### src/core/swc_pkg.sv
package swc_pkg;

  // ----------------------------------------------------------------
  // Register map (byte addresses, 8-bit data in the low lane)
  // ----------------------------------------------------------------
  localparam logic [11:0] OFS_RESET_CTRL = 12'h000;
  localparam logic [11:0] OFS_RESET_CTRL_TWO = 12'h004;
  localparam logic [11:0] OFS_RESET_CTRL_FOUR = 12'h008;
  localparam logic [11:0] OFS_DS_CTRL_HIGH = 12'h00c;
  localparam logic [11:0] OFS_WAKE_SRC_LOW = 12'h010;
  localparam logic [11:0] OFS_WAKE_SRC_HIGH = 12'h014;
  localparam logic [11:0] OFS_IRQ_ENABLE = 12'h018;
  localparam logic [11:0] OFS_STATUS = 12'h01c;
  localparam logic [11:0] OFS_CONTEXT_BASE = 12'h020;

  // Field positions
  localparam int BIT_IRQ_PRIO_EN = 7;
  localparam int BIT_WDT_WAKE = 5;
  localparam int BIT_RET_SW_EN = 4;
  localparam int BIT_DS_EXIT = 2;
  localparam int BIT_DS_ARM = 7;
  localparam int BIT_WK_MASTER_CLEAR_PIN = 0;
  localparam int BIT_WK_POR = 1;
  localparam int BIT_WK_RTC = 2;
  localparam int BIT_WK_DEEP_SLEEP_WATCHDOG = 3;
  localparam int BIT_WK_DEEP_SLEEP_BROWNOUT = 6;
  localparam int BIT_WK_EXT0 = 0;

  // Reset values
  localparam logic [7:0] RST_REG8 = 8'h00;
  localparam logic [1:0] ARM_WRITES = 2'h2;

  // ----------------------------------------------------------------
  // Timing
  // ----------------------------------------------------------------
  localparam int CLK_MHZ = 200;
  localparam int PM_SETTLE_NS = 10000;
  localparam int RET_STARTUP_NS = 20000;
  localparam int PLL_LOCK_NS = 2000;
  localparam int FAST_RC_NS = 1000;
  localparam int SLOW_RC_NS = 5000;
  localparam int POR_HOLD_NS = 1000;
  localparam logic [12:0] PM_CYC = 13'((PM_SETTLE_NS * CLK_MHZ + 999) / 1000);
  localparam logic [12:0] RET_CYC = 13'((RET_STARTUP_NS * CLK_MHZ + 999) / 1000);
  localparam logic [12:0] LOCK_CYC = 13'((PLL_LOCK_NS * CLK_MHZ + 999) / 1000);
  localparam logic [12:0] FRC_CYC = 13'((FAST_RC_NS * CLK_MHZ + 999) / 1000);
  localparam logic [12:0] SRC_CYC = 13'((SLOW_RC_NS * CLK_MHZ + 999) / 1000);
  localparam logic [12:0] POR_CYC = 13'((POR_HOLD_NS * CLK_MHZ + 999) / 1000);
  localparam logic [12:0] OST_PERIODS = 13'h0400;

  // ----------------------------------------------------------------
  // Types
  // ----------------------------------------------------------------
  typedef enum logic [2:0] {
    OSC_EXT, OSC_EXT_PLL, OSC_XTAL, OSC_XTAL_PLL,
    OSC_SEC, OSC_FRC, OSC_FRC_PLL, OSC_SLOW_RC
  } swc_osc_t;

  typedef enum logic [3:0] {
    ST_RUN, ST_SLEEP, ST_RSLEEP, ST_DSLEEP, ST_RDSLEEP,
    ST_RET, ST_PM, ST_OST, ST_LOCK, ST_RC, ST_POR
  } swc_state_t;

  typedef enum logic [1:0] {K_NEXT, K_VEC, K_RESET} swc_kind_t;

  typedef struct packed {
    logic master_clear_pin;
    logic por;
    logic rtcAlarm;
    logic extIrqZero;
    logic deep_sleep_watchdog;
    logic dsBrownout;
  } swc_wake_t;

endpackage : swc_pkg

### src/core/swc_sleep_wake_controller.sv
`timescale 1ns/1ps
`default_nettype none

module swc_sleep_wake_controller
  import swc_pkg::*;
(
  input wire logic clk,
  input wire logic resetn,
  input wire logic ce,
  input wire logic psel,
  input wire logic penable,
  input wire logic pwrite,
  input wire logic [11:0] paddr,
  input wire logic [31:0] pwdata,
  output logic [31:0] prdata,
  output logic pready,
  output logic pslverr,
  input wire logic sleepExec,
  input wire logic [7:0] irqPending,
  input wire logic globalIrqEnable,
  input wire logic wdtEnable,
  input wire logic wdtExpire,
  input wire logic devReset,
  input wire swc_wake_t wake,
  input wire swc_osc_t oscMode,
  input wire swc_osc_t defaultOsc,
  input wire logic oscRanInSleep,
  input wire logic oscTick,
  input wire logic retentionCfgN,
  input wire logic rtcEnable,
  output logic coreRun,
  output logic irqVectorGo,
  output logic resumeNext,
  output logic resetVectorGo,
  output logic sysPor,
  output logic mainRegOn,
  output logic retRegOn,
  output logic dsMonEn,
  output logic stdMonEn,
  output logic rtcRun,
  output swc_osc_t clkSrc
);

  // ----------------------------------------------------------------
  // State
  // ----------------------------------------------------------------
  swc_state_t state_q, state_d;
  swc_kind_t kind_q;
  swc_osc_t clkSrc_q;
  logic [12:0] cnt_q;
  logic [7:0] resetCtrl_q, irqEn_q, wakeLow_q, wakeHigh_q;
  logic [7:0] ctx_q [4];
  logic wdtFlag_q, retSwEn_q, dsExit_q, heldIrq_q, pready_q, pslverr_q;
  logic [1:0] armCnt_q;
  logic [31:0] prdata_q;
  logic coreRun_q, irqVectorGo_q, resumeNext_q, resetVectorGo_q;
  logic sysPor_q, mainRegOn_q, retRegOn_q, dsMonEn_q, stdMonEn_q, rtcRun_q;

  // ----------------------------------------------------------------
  // Decode
  // ----------------------------------------------------------------
  wire setupPh = psel & ~penable;
  wire wrEn = psel & penable & pwrite & pready_q;
  wire selRc = paddr == OFS_RESET_CTRL;
  wire selRc2 = paddr == OFS_RESET_CTRL_TWO;
  wire selRc4 = paddr == OFS_RESET_CTRL_FOUR;
  wire selDsh = paddr == OFS_DS_CTRL_HIGH;
  wire selWl = paddr == OFS_WAKE_SRC_LOW;
  wire selWh = paddr == OFS_WAKE_SRC_HIGH;
  wire selIe = paddr == OFS_IRQ_ENABLE;
  wire selSt = paddr == OFS_STATUS;
  wire selCtx = paddr[11:4] == OFS_CONTEXT_BASE[11:4] && paddr[1:0] == 2'h0;
  wire mapped = selRc | selRc2 | selRc4 | selDsh | selWl | selWh | selIe
                | selSt | selCtx;
  wire [7:0] wrByte = pwdata[7:0];
  wire irq_priority_enable = resetCtrl_q[BIT_IRQ_PRIO_EN];
  wire armOn = armCnt_q == ARM_WRITES;
  wire retEff = ~retentionCfgN & retSwEn_q;
  wire irqWake = |(irqPending & irqEn_q) | heldIrq_q;
  wire wdtWake = wdtEnable & wdtExpire;
  wire sleepWake = irqWake | wdtWake | devReset;
  wire dsWake = wake.master_clear_pin | wake.por | wake.rtcAlarm | wake.extIrqZero
                | wake.deep_sleep_watchdog;
  wire inSleep = state_q == ST_SLEEP || state_q == ST_RSLEEP;
  wire inDeep = state_q == ST_DSLEEP || state_q == ST_RDSLEEP;
  wire enterDeep = state_q == ST_RUN && sleepExec && armOn;

  // ----------------------------------------------------------------
  // Delay counter
  // ----------------------------------------------------------------
  logic [12:0] tgt;
  always_comb begin
    case (state_q)
      ST_RET: tgt = RET_CYC - 13'd1;
      ST_PM: tgt = PM_CYC - 13'd1;
      ST_OST: tgt = OST_PERIODS - 13'd1;
      ST_LOCK: tgt = LOCK_CYC - 13'd1;
      ST_RC: tgt = (clkSrc_q == OSC_SLOW_RC) ? SRC_CYC - 13'd1 : FRC_CYC - 13'd1;
      ST_POR: tgt = POR_CYC - 13'd1;
      default: tgt = 13'd0;
    endcase
  end
  // The start-up timer runs on the starting oscillator, not on clk
  wire adv = (state_q == ST_OST) ? oscTick : 1'b1;
  wire cntDone = adv && cnt_q == tgt;

  // Oscillator delay that follows the exit delay
  function automatic swc_state_t oscFirst(swc_osc_t m, logic ran);
    case (m)
      OSC_EXT: oscFirst = ST_RUN;
      OSC_EXT_PLL, OSC_FRC_PLL: oscFirst = ST_LOCK;
      OSC_XTAL, OSC_XTAL_PLL, OSC_SEC: oscFirst = ST_OST;
      OSC_FRC, OSC_SLOW_RC: oscFirst = ST_RC;
      default: oscFirst = ST_RUN;
    endcase
    // A source kept running through sleep needs no start-up delay
    if (ran) oscFirst = ST_RUN;
  endfunction : oscFirst
  wire swc_state_t oscNext = oscFirst(clkSrc_q, oscRanInSleep);

  // ----------------------------------------------------------------
  // Sequencer
  // ----------------------------------------------------------------
  always_comb begin
    state_d = state_q;
    case (state_q)
      ST_RUN: begin
        if (sleepExec) begin
          if (armOn) begin
            state_d = retEff ? ST_RDSLEEP : ST_DSLEEP;
          end else begin
            state_d = retEff ? ST_RSLEEP : ST_SLEEP;
          end
        end
      end
      ST_SLEEP: if (sleepWake) state_d = ST_PM;
      ST_RSLEEP: if (sleepWake) state_d = ST_RET;
      ST_DSLEEP: if (dsWake) state_d = ST_POR;
      ST_RDSLEEP: if (dsWake) state_d = ST_RET;
      ST_RET: if (cntDone) state_d = irq_priority_enable ? oscNext : ST_PM;
      ST_PM: if (cntDone) state_d = oscNext;
      ST_OST: if (cntDone) state_d = (clkSrc_q == OSC_XTAL_PLL) ? ST_LOCK : ST_RUN;
      ST_LOCK, ST_RC, ST_POR: if (cntDone) state_d = ST_RUN;
      default: state_d = ST_RUN;
    endcase
  end

  wire leaving = state_q != state_d;
  wire finish = state_q != ST_RUN && state_d == ST_RUN;
  wire isDeep = state_d == ST_DSLEEP || state_d == ST_RDSLEEP;
  wire isRet = state_d == ST_RSLEEP || state_d == ST_RDSLEEP
               || state_d == ST_RET;

  always_ff @(posedge clk or negedge resetn) begin
    if (!resetn) begin
      state_q <= ST_RUN;
      cnt_q <= 13'd0;
      kind_q <= K_NEXT;
      clkSrc_q <= OSC_EXT;
      heldIrq_q <= 1'b0;
    end else if (ce) begin
      state_q <= state_d;
      if (leaving) cnt_q <= 13'd0;
      else if (adv && cnt_q != tgt) cnt_q <= cnt_q + 13'd1;
      if (state_q == ST_RUN && sleepExec) clkSrc_q <= oscMode;
      if (state_d == ST_POR && leaving) clkSrc_q <= defaultOsc;
      if (state_q == ST_RUN && sleepExec && !armOn) begin
        heldIrq_q <= |(irqPending & irqEn_q);
      end else if (inSleep && leaving) begin
        heldIrq_q <= 1'b0;
      end
      if (inSleep && sleepWake) begin
        if (devReset) kind_q <= K_RESET;
        else if (irqWake && globalIrqEnable) kind_q <= K_VEC;
        else kind_q <= K_NEXT;
      end
      if (state_q == ST_DSLEEP && dsWake) kind_q <= K_RESET;
      if (state_q == ST_RDSLEEP && dsWake) kind_q <= K_NEXT;
    end
  end

  // ----------------------------------------------------------------
  // Power, clock and resume outputs
  // ----------------------------------------------------------------
  always_ff @(posedge clk or negedge resetn) begin
    if (!resetn) begin
      coreRun_q <= 1'b1;
      irqVectorGo_q <= 1'b0;
      resumeNext_q <= 1'b0;
      resetVectorGo_q <= 1'b0;
      sysPor_q <= 1'b0;
      mainRegOn_q <= 1'b1;
      retRegOn_q <= 1'b0;
      dsMonEn_q <= 1'b0;
      stdMonEn_q <= 1'b1;
      rtcRun_q <= 1'b0;
    end else if (ce) begin
      coreRun_q <= state_d == ST_RUN;
      irqVectorGo_q <= finish && kind_q == K_VEC;
      resumeNext_q <= finish && kind_q == K_NEXT;
      resetVectorGo_q <= finish && kind_q == K_RESET;
      sysPor_q <= state_d == ST_POR;
      mainRegOn_q <= !(state_d inside {ST_SLEEP, ST_RSLEEP, ST_DSLEEP, ST_RDSLEEP, ST_RET});
      retRegOn_q <= isRet & retEff;
      dsMonEn_q <= isDeep;
      stdMonEn_q <= !isDeep;
      rtcRun_q <= rtcEnable;
    end
  end

  // ----------------------------------------------------------------
  // Registers
  // ----------------------------------------------------------------
  wire wakeSetLow = inDeep;
  always_ff @(posedge clk or negedge resetn) begin
    if (!resetn) begin
      resetCtrl_q <= RST_REG8;
      irqEn_q <= RST_REG8;
      wakeLow_q <= RST_REG8;
      wakeHigh_q <= RST_REG8;
      wdtFlag_q <= 1'b0;
      retSwEn_q <= 1'b0;
      dsExit_q <= 1'b0;
      armCnt_q <= 2'h0;
      for (int i = 0; i < 4; i++) ctx_q[i] <= RST_REG8;
    end else if (ce) begin
      if (wrEn && selRc) resetCtrl_q <= wrByte;
      if (state_d == ST_POR && leaving) irqEn_q <= RST_REG8;
      else if (wrEn && selIe) irqEn_q <= wrByte;
      if (wrEn && selRc4) retSwEn_q <= wrByte[BIT_RET_SW_EN];
      // Hardware set wins over a software clear in the same cycle
      if (inSleep && wdtWake && !irqWake && !devReset) wdtFlag_q <= 1'b1;
      else if (wrEn && selRc2 && !wrByte[BIT_WDT_WAKE]) wdtFlag_q <= 1'b0;
      if (state_d == ST_POR && leaving) dsExit_q <= 1'b1;
      else if (wrEn && selRc4 && !wrByte[BIT_DS_EXIT]) dsExit_q <= 1'b0;
      if (enterDeep) begin
        armCnt_q <= 2'h0;
      end else if (wrEn && selDsh) begin
        if (!wrByte[BIT_DS_ARM]) armCnt_q <= 2'h0;
        else if (!armOn) armCnt_q <= armCnt_q + 2'h1;
      end
      if (enterDeep) begin
        wakeLow_q <= RST_REG8;
        wakeHigh_q <= RST_REG8;
      end else if (wakeSetLow) begin
        wakeLow_q[BIT_WK_MASTER_CLEAR_PIN] <= wakeLow_q[BIT_WK_MASTER_CLEAR_PIN] | wake.master_clear_pin;
        wakeLow_q[BIT_WK_POR] <= wakeLow_q[BIT_WK_POR] | wake.por;
        wakeLow_q[BIT_WK_RTC] <= wakeLow_q[BIT_WK_RTC] | wake.rtcAlarm;
        wakeLow_q[BIT_WK_DEEP_SLEEP_WATCHDOG] <= wakeLow_q[BIT_WK_DEEP_SLEEP_WATCHDOG] | wake.deep_sleep_watchdog;
        wakeLow_q[BIT_WK_DEEP_SLEEP_BROWNOUT] <= wakeLow_q[BIT_WK_DEEP_SLEEP_BROWNOUT] | wake.dsBrownout;
        wakeHigh_q[BIT_WK_EXT0] <= wakeHigh_q[BIT_WK_EXT0] | wake.extIrqZero;
      end
      // Context words are untouched by the internal reset on wake
      if (wrEn && selCtx) ctx_q[paddr[3:2]] <= wrByte;
    end
  end

  // ----------------------------------------------------------------
  // APB read path, zero wait state
  // ----------------------------------------------------------------
  logic [7:0] rdByte;
  always_comb begin
    rdByte = 8'h00;
    if (selRc) rdByte = resetCtrl_q;
    if (selRc2) rdByte[BIT_WDT_WAKE] = wdtFlag_q;
    if (selRc4) begin
      rdByte[BIT_RET_SW_EN] = retSwEn_q;
      rdByte[BIT_DS_EXIT] = dsExit_q;
    end
    if (selDsh) rdByte[BIT_DS_ARM] = armOn;
    if (selWl) rdByte = wakeLow_q;
    if (selWh) rdByte = wakeHigh_q;
    if (selIe) rdByte = irqEn_q;
    if (selSt) rdByte = {1'b0, clkSrc_q, state_q};
    if (selCtx) rdByte = ctx_q[paddr[3:2]];
  end

  always_ff @(posedge clk or negedge resetn) begin
    if (!resetn) begin
      pready_q <= 1'b0;
      pslverr_q <= 1'b0;
      prdata_q <= 32'h0000_0000;
    end else if (ce) begin
      pready_q <= setupPh;
      pslverr_q <= setupPh & ~mapped;
      if (setupPh) prdata_q <= {24'h00_0000, rdByte};
    end
  end

  assign prdata = prdata_q;
  assign pready = pready_q;
  assign pslverr = pslverr_q;
  assign coreRun = coreRun_q;
  assign irqVectorGo = irqVectorGo_q;
  assign resumeNext = resumeNext_q;
  assign resetVectorGo = resetVectorGo_q;
  assign sysPor = sysPor_q;
  assign mainRegOn = mainRegOn_q;
  assign retRegOn = retRegOn_q;
  assign dsMonEn = dsMonEn_q;
  assign stdMonEn = stdMonEn_q;
  assign rtcRun = rtcRun_q;
  assign clkSrc = clkSrc_q;

  // ----------------------------------------------------------------
  // Assertions
  // ----------------------------------------------------------------
  property p_core_gated;
    @(posedge clk) disable iff (!resetn) coreRun_q |-> state_q == ST_RUN;
  endproperty
  a_core_gated: assert property (p_core_gated) else $error("core clock on off run");
  property p_wdt_flag;
    @(posedge clk) disable iff (!resetn)
      ce && inSleep && wdtWake && !irqWake && !devReset |=> wdtFlag_q;
  endproperty
  a_wdt_flag: assert property (p_wdt_flag) else $error("watchdog wake flag not set");
  property p_wake_clear;
    @(posedge clk) disable iff (!resetn)
      ce && enterDeep |=> wakeLow_q == 8'h00 && wakeHigh_q == 8'h00;
  endproperty
  a_wake_clear: assert property (p_wake_clear) else $error("wake sources not cleared");
  property p_pm_len;
    @(posedge clk) disable iff (!resetn)
      $past(state_q) == ST_PM && state_q != ST_PM |-> $past(cnt_q) == PM_CYC - 13'd1;
  endproperty
  a_pm_len: assert property (p_pm_len) else $error("settle delay wrong length");
  property p_ost_len;
    @(posedge clk) disable iff (!resetn)
      $past(state_q) == ST_OST && state_q != ST_OST
      |-> $past(cnt_q) == OST_PERIODS - 13'd1 && $past(oscTick);
  endproperty
  a_ost_len: assert property (p_ost_len) else $error("start-up timer wrong length");
  property p_ret_pm;
    @(posedge clk) disable iff (!resetn)
      $past(state_q) == ST_RET && state_q == ST_PM |-> !$past(irq_priority_enable);
  endproperty
  a_ret_pm: assert property (p_ret_pm) else $error("settle delay with priority on");
  property p_arm_two;
    @(posedge clk) disable iff (!resetn)
      ce && state_q == ST_RUN && sleepExec && armCnt_q != ARM_WRITES |=> !inDeep;
  endproperty
  a_arm_two: assert property (p_arm_two) else $error("deep sleep without two writes");
  property p_ret_reg;
    @(posedge clk) disable iff (!resetn)
      state_q == ST_RSLEEP |-> retRegOn_q && !mainRegOn_q;
  endproperty
  a_ret_reg: assert property (p_ret_reg) else $error("retention regulator state wrong");
  property p_por_flag;
    @(posedge clk) disable iff (!resetn)
      state_q == ST_POR |-> dsExit_q && sysPor_q;
  endproperty
  a_por_flag: assert property (p_por_flag) else $error("deep sleep exit not flagged");
  property p_ds_only;
    @(posedge clk) disable iff (!resetn)
      ce && inDeep && !dsWake |=> state_q == $past(state_q);
  endproperty
  a_ds_only: assert property (p_ds_only) else $error("deep sleep left without source");

  c_rsleep: cover property (@(posedge clk) disable iff (!resetn) state_q == ST_RSLEEP);
  c_por: cover property (@(posedge clk) disable iff (!resetn) state_q == ST_POR);
  c_ost: cover property (@(posedge clk) disable iff (!resetn) state_q == ST_OST);
  c_rdeep: cover property (@(posedge clk) disable iff (!resetn) state_q == ST_RDSLEEP);

endmodule : swc_sleep_wake_controller

`default_nettype wire

### config.mk
export PLATFORM = sky130hd
export DESIGN_NAME = swc_sleep_wake_controller
export DESIGN_NICKNAME = d
export VERILOG_FILES = /design/src/core/swc_pkg.sv /design/src/core/swc_sleep_wake_controller.sv
export SDC_FILE = /design/constraint.sdc
export NUM_CORES = 1
export LEC_CHECK = 0
export ABC_CLOCK_PERIOD_IN_PS = 9780
export BUFFER_PORTS_ARGS = -buffer_cell sky130_fd_sc_hd__buf_2
export CORE_AREA = 2 2 94 118
export DETAILED_ROUTE_END_ITERATION = 8
export DIE_AREA = 0 0 96 120
export PLACE_DENSITY = 0.91
export SETUP_SLACK_MARGIN = 0.5
export SLEW_MARGIN = 20
export SYNTH_ARGS = -nofsm -noshare
export SYNTH_HDL_FRONTEND = slang
export SYNTH_SLANG_ARGS = --single-unit
### constraint.sdc
create_clock -name clk -period 9.78 [get_ports clk]
set_clock_uncertainty 0.15 [all_clocks]
set_input_delay 2.445 -clock clk [delete_from_list [all_inputs] [get_ports clk]]
set_output_delay 2.445 -clock clk [all_outputs]
set_load 0.01 [all_outputs]
==> results.cfg <==
[grt]
grt_pass1_wl_mm = 26.9
antenna_found_initial = 0
overflow = 0
track_usage_pct = 30.3
grt_pass1_vias = 5323
grt_max_degree = 54

[floorplanning]
io-pin-count = 126
dieHeight_um = 120
rows = 42
die_area_um2 = 11500
initial_core_util_pct = 58.5
core_um2 = 10500
die_x_um = 96

[yosys]
synth_edf_count = 0
ys_seq_area_share_pct = 41.8
synth.top_cell.area_share_pct = 40.5
synth.most_common_cell = dfrtp_1
ys.flop_type = dfrtp_1
synth_area_um2 = 6120
syn_area_per_cell_um2 = 9.73
synth_common_cells = dfrtp_1, nand2_1, nor2_1
synth.distinct_cells = 80
syn_inst = 629
yosysTopAreaCell = dfrtp_1
ys_ff_latch = 102
ys_top_cells_by_area = dfrtp_1, mux2_2, nand2_1
ys_async_sr_fraction_pct = 100
synth_warnings = 0

[setup_path]
path_class = in2reg
cpMaxStageDelayCell = a2111oi_4
worstRegToRegCells = 8
critPathMaxFanout = 12
path_cells = buf_2 -> a22oi_1 -> nand4_1 -> or2_2 -> mux2i_1 -> o21a_1 -> o211a_1 -> a2111oi_4 -> o211ai_1
cp-start-kind = input port
crit_path_end_kind = register
crit_family = compound AO/OA/AOI/OAI gates
critical_path_required_ps = 9820
crit_cells = 9
critPathArrivalTime_ps = 5360
worst-path-buf-inv = 1
slowest_delay_ps = 810

[drt]
vias = 5296
vias_per_cell = 6.47
post-route-drc-count = 0
drt_iter0_drc = 485
wire_per_inst_um = 20.2
postRouteWirelength_mm = 16.5
ant_nets = 0
first_pass_iters = 5

[sta]
hold_violations = 0
period_share_pct = 54.3
fin_tns_setup_ps = 0
drv_slew = 0
slew_headroom_pct = 23.7
fin_crit_ps = 5310
rsz0062_at_grt = false
worstMarginPinSlew_ps = 1130
fmax_mhz = 188
setup_viol = 0
layout_setup_ws_ps = 4470

[clocking]
cts.clk_slew.worst_paths_ps = 70
cts_buffers = 9
cts_buffer_depth = 2
cts_root_buffer = clkbuf_16
clock_latency_ps = 350
cts_resized = 0
postCtsSetupBuffers = 0
cts.htree.levels = 3
cts.sinks = 102
hold_buffers = 0
cts_tree = done

[placed_design]
portBuffers = 77
place_ws_ps = 4050
hpwlAfterDp_mm = 12.2
gp_congestion = 0.934
dp_cells = 801

[layout]
drive_gt1_share_pct = 25.5
layout.nets = 763
n_antenna_cell = 0
instances_no_fill = 818
syn2layout_area_growth_pct = 10.2

[flow_run]
maxCapViolations = 0

[hold_path]
hp-class = reg2reg
holdPathStages = 1

[pwr]
power_density_nw_per_um2 = 236
leakagePower_nw = 3.01
power_mw = 1.59
vdd_drop_max_v = 0.000117

[run_status]
status = completed
==> per-layer routing <==
| layer | vias to the layer above | part of all wire, % | wire length [µm] | global-route usage (%) |
|---|---|---|---|---|
| li1 | 2381 | - | - | - |
| met3 | 64 | 5.3 | 872 | 4.90 |
| met4 | 0 | 5.2 | 861 | 16.3 |
| met1 | 2617 | 38 | 6240 | 37.2 |
| met5 | - | 0 | 0 | 0 |
| met2 | 234 | 52 | 8550 | 50.2 |
==> cell type report <==
class | count | area (µm²)
inverter | 11 | 41.3
timing repair buffer | 81 | 418
sequential | 102 | 2560
multi-input combinational | 476 | 3270
clock inverter | 7 | 72.6
fill | 814 | 3710
tap | 132 | 165
clock buffer | 9 | 225
==> cell families (layout without fill, tap and decap cells) <==
kind of cell | count (synthesis) | after routing | synth area share (%)
adders and majority gates | 3 | 3 | 0.613
muxes | 65 | 65 | 13.2
other | 1 | 24 | 0.0613
and+or+nand+nor | 218 | 218 | 18.2
AOI/OAI and AO/OA | 155 | 155 | 18.3
DFF | 102 | 102 | 41.8
buffers and inverters | 74 | 108 | 6.34
xor gates and xnor gates | 11 | 11 | 1.57
==> flip-flops by register name (all words and copies together) (netlist names), 2 cells and up <==
name,cells
cnt_q,13
wakeLow_q,5
kind_q,2
irqEn_q,8
prdata,8
ctx_q,32
state_q,4
clkSrc,3
resetCtrl_q,8
armCnt_q,2
==> per-stage QoR <==
step           cell area [µm²]  utilization [%]  hold WS [ps]
2_1_floorplan             6210                -           304
3_3_place_gp              6440             61.6           312
3_5_place_dp              6440             61.6           326
4_1_cts                   6740             64.4           348
5_1_grt                   6750             64.5           371
6_report                  6750             64.5           342
==> power by group <==
group / internal [mW] / switching [mW] / leakage [nW] / total (mW)
Sequential: 0.474 / 0.0970 / 1.36 / 0.571
Combinational: 0.246 / 0.422 / 1.50 / 0.667
Clock: 0.182 / 0.175 / 0.149 / 0.356
==> cells in the final DEF, fill, tap and decap left out, types with 4 or more instances in the layout <==
cell type  netlist  layout
nand4_1          8       8
o21bai_1         4       4
o211ai_1         5       5
or4_1            4       4
a211oi_1         4       4
xor2_1           6       6
nand3b_1         5       5
mux4_2           8       8
and2_1           5       5
o21ai_0         36      36
conb_1           1      24
xnor2_1          5       5
a22oi_1          5       5
o31ai_1          4       4
inv_1           11      11
o21ai_1          9       9
mux2_2          45      45
a31oi_1          5       5
or3b_2           4       4
and3_1           6       6
a21o_1           4       4
nor2_1          47      47
dfrtp_1         99      99
a21oi_1         26      26
buf_2            7      76
nor2b_1          8       8
or3_1            5       5
buf_4           25       4
nand2b_1         9       9
nand3_1         19      19
nor4_1           7       7
clkbuf_16        0       9
mux2i_1         12      12
a211o_1          6       6
nor3_1          16      16
nand2_1         58      58
==> path summary, 6_finish.rpt <==
path | start | end | slack (ps)
worst max-delay path | irqPending[0] | clkSrc[2] | 4470
worst min-delay path | irqVectorGo | irqVectorGo | 340
worst max register to register | state_q[2] | clkSrc[2] | 5380
worst min register to register | irqVectorGo | irqVectorGo | 340
max in group asynchronous | resetn | wdtFlag_q | 6420
min in group asynchronous | resetn | resumeNext | 1950
==> worst register-to-register path: stages (launching register included) <==
cell       delay [ps]
dfrtp_1           820
nor2b_1           630
nand4_1           160
a21o_1            230
a311oi_2          540
nand2_2           200
a211o_1           440
a2111oi_4         860
o211ai_1          210
(Power assumes the default switching activity.)
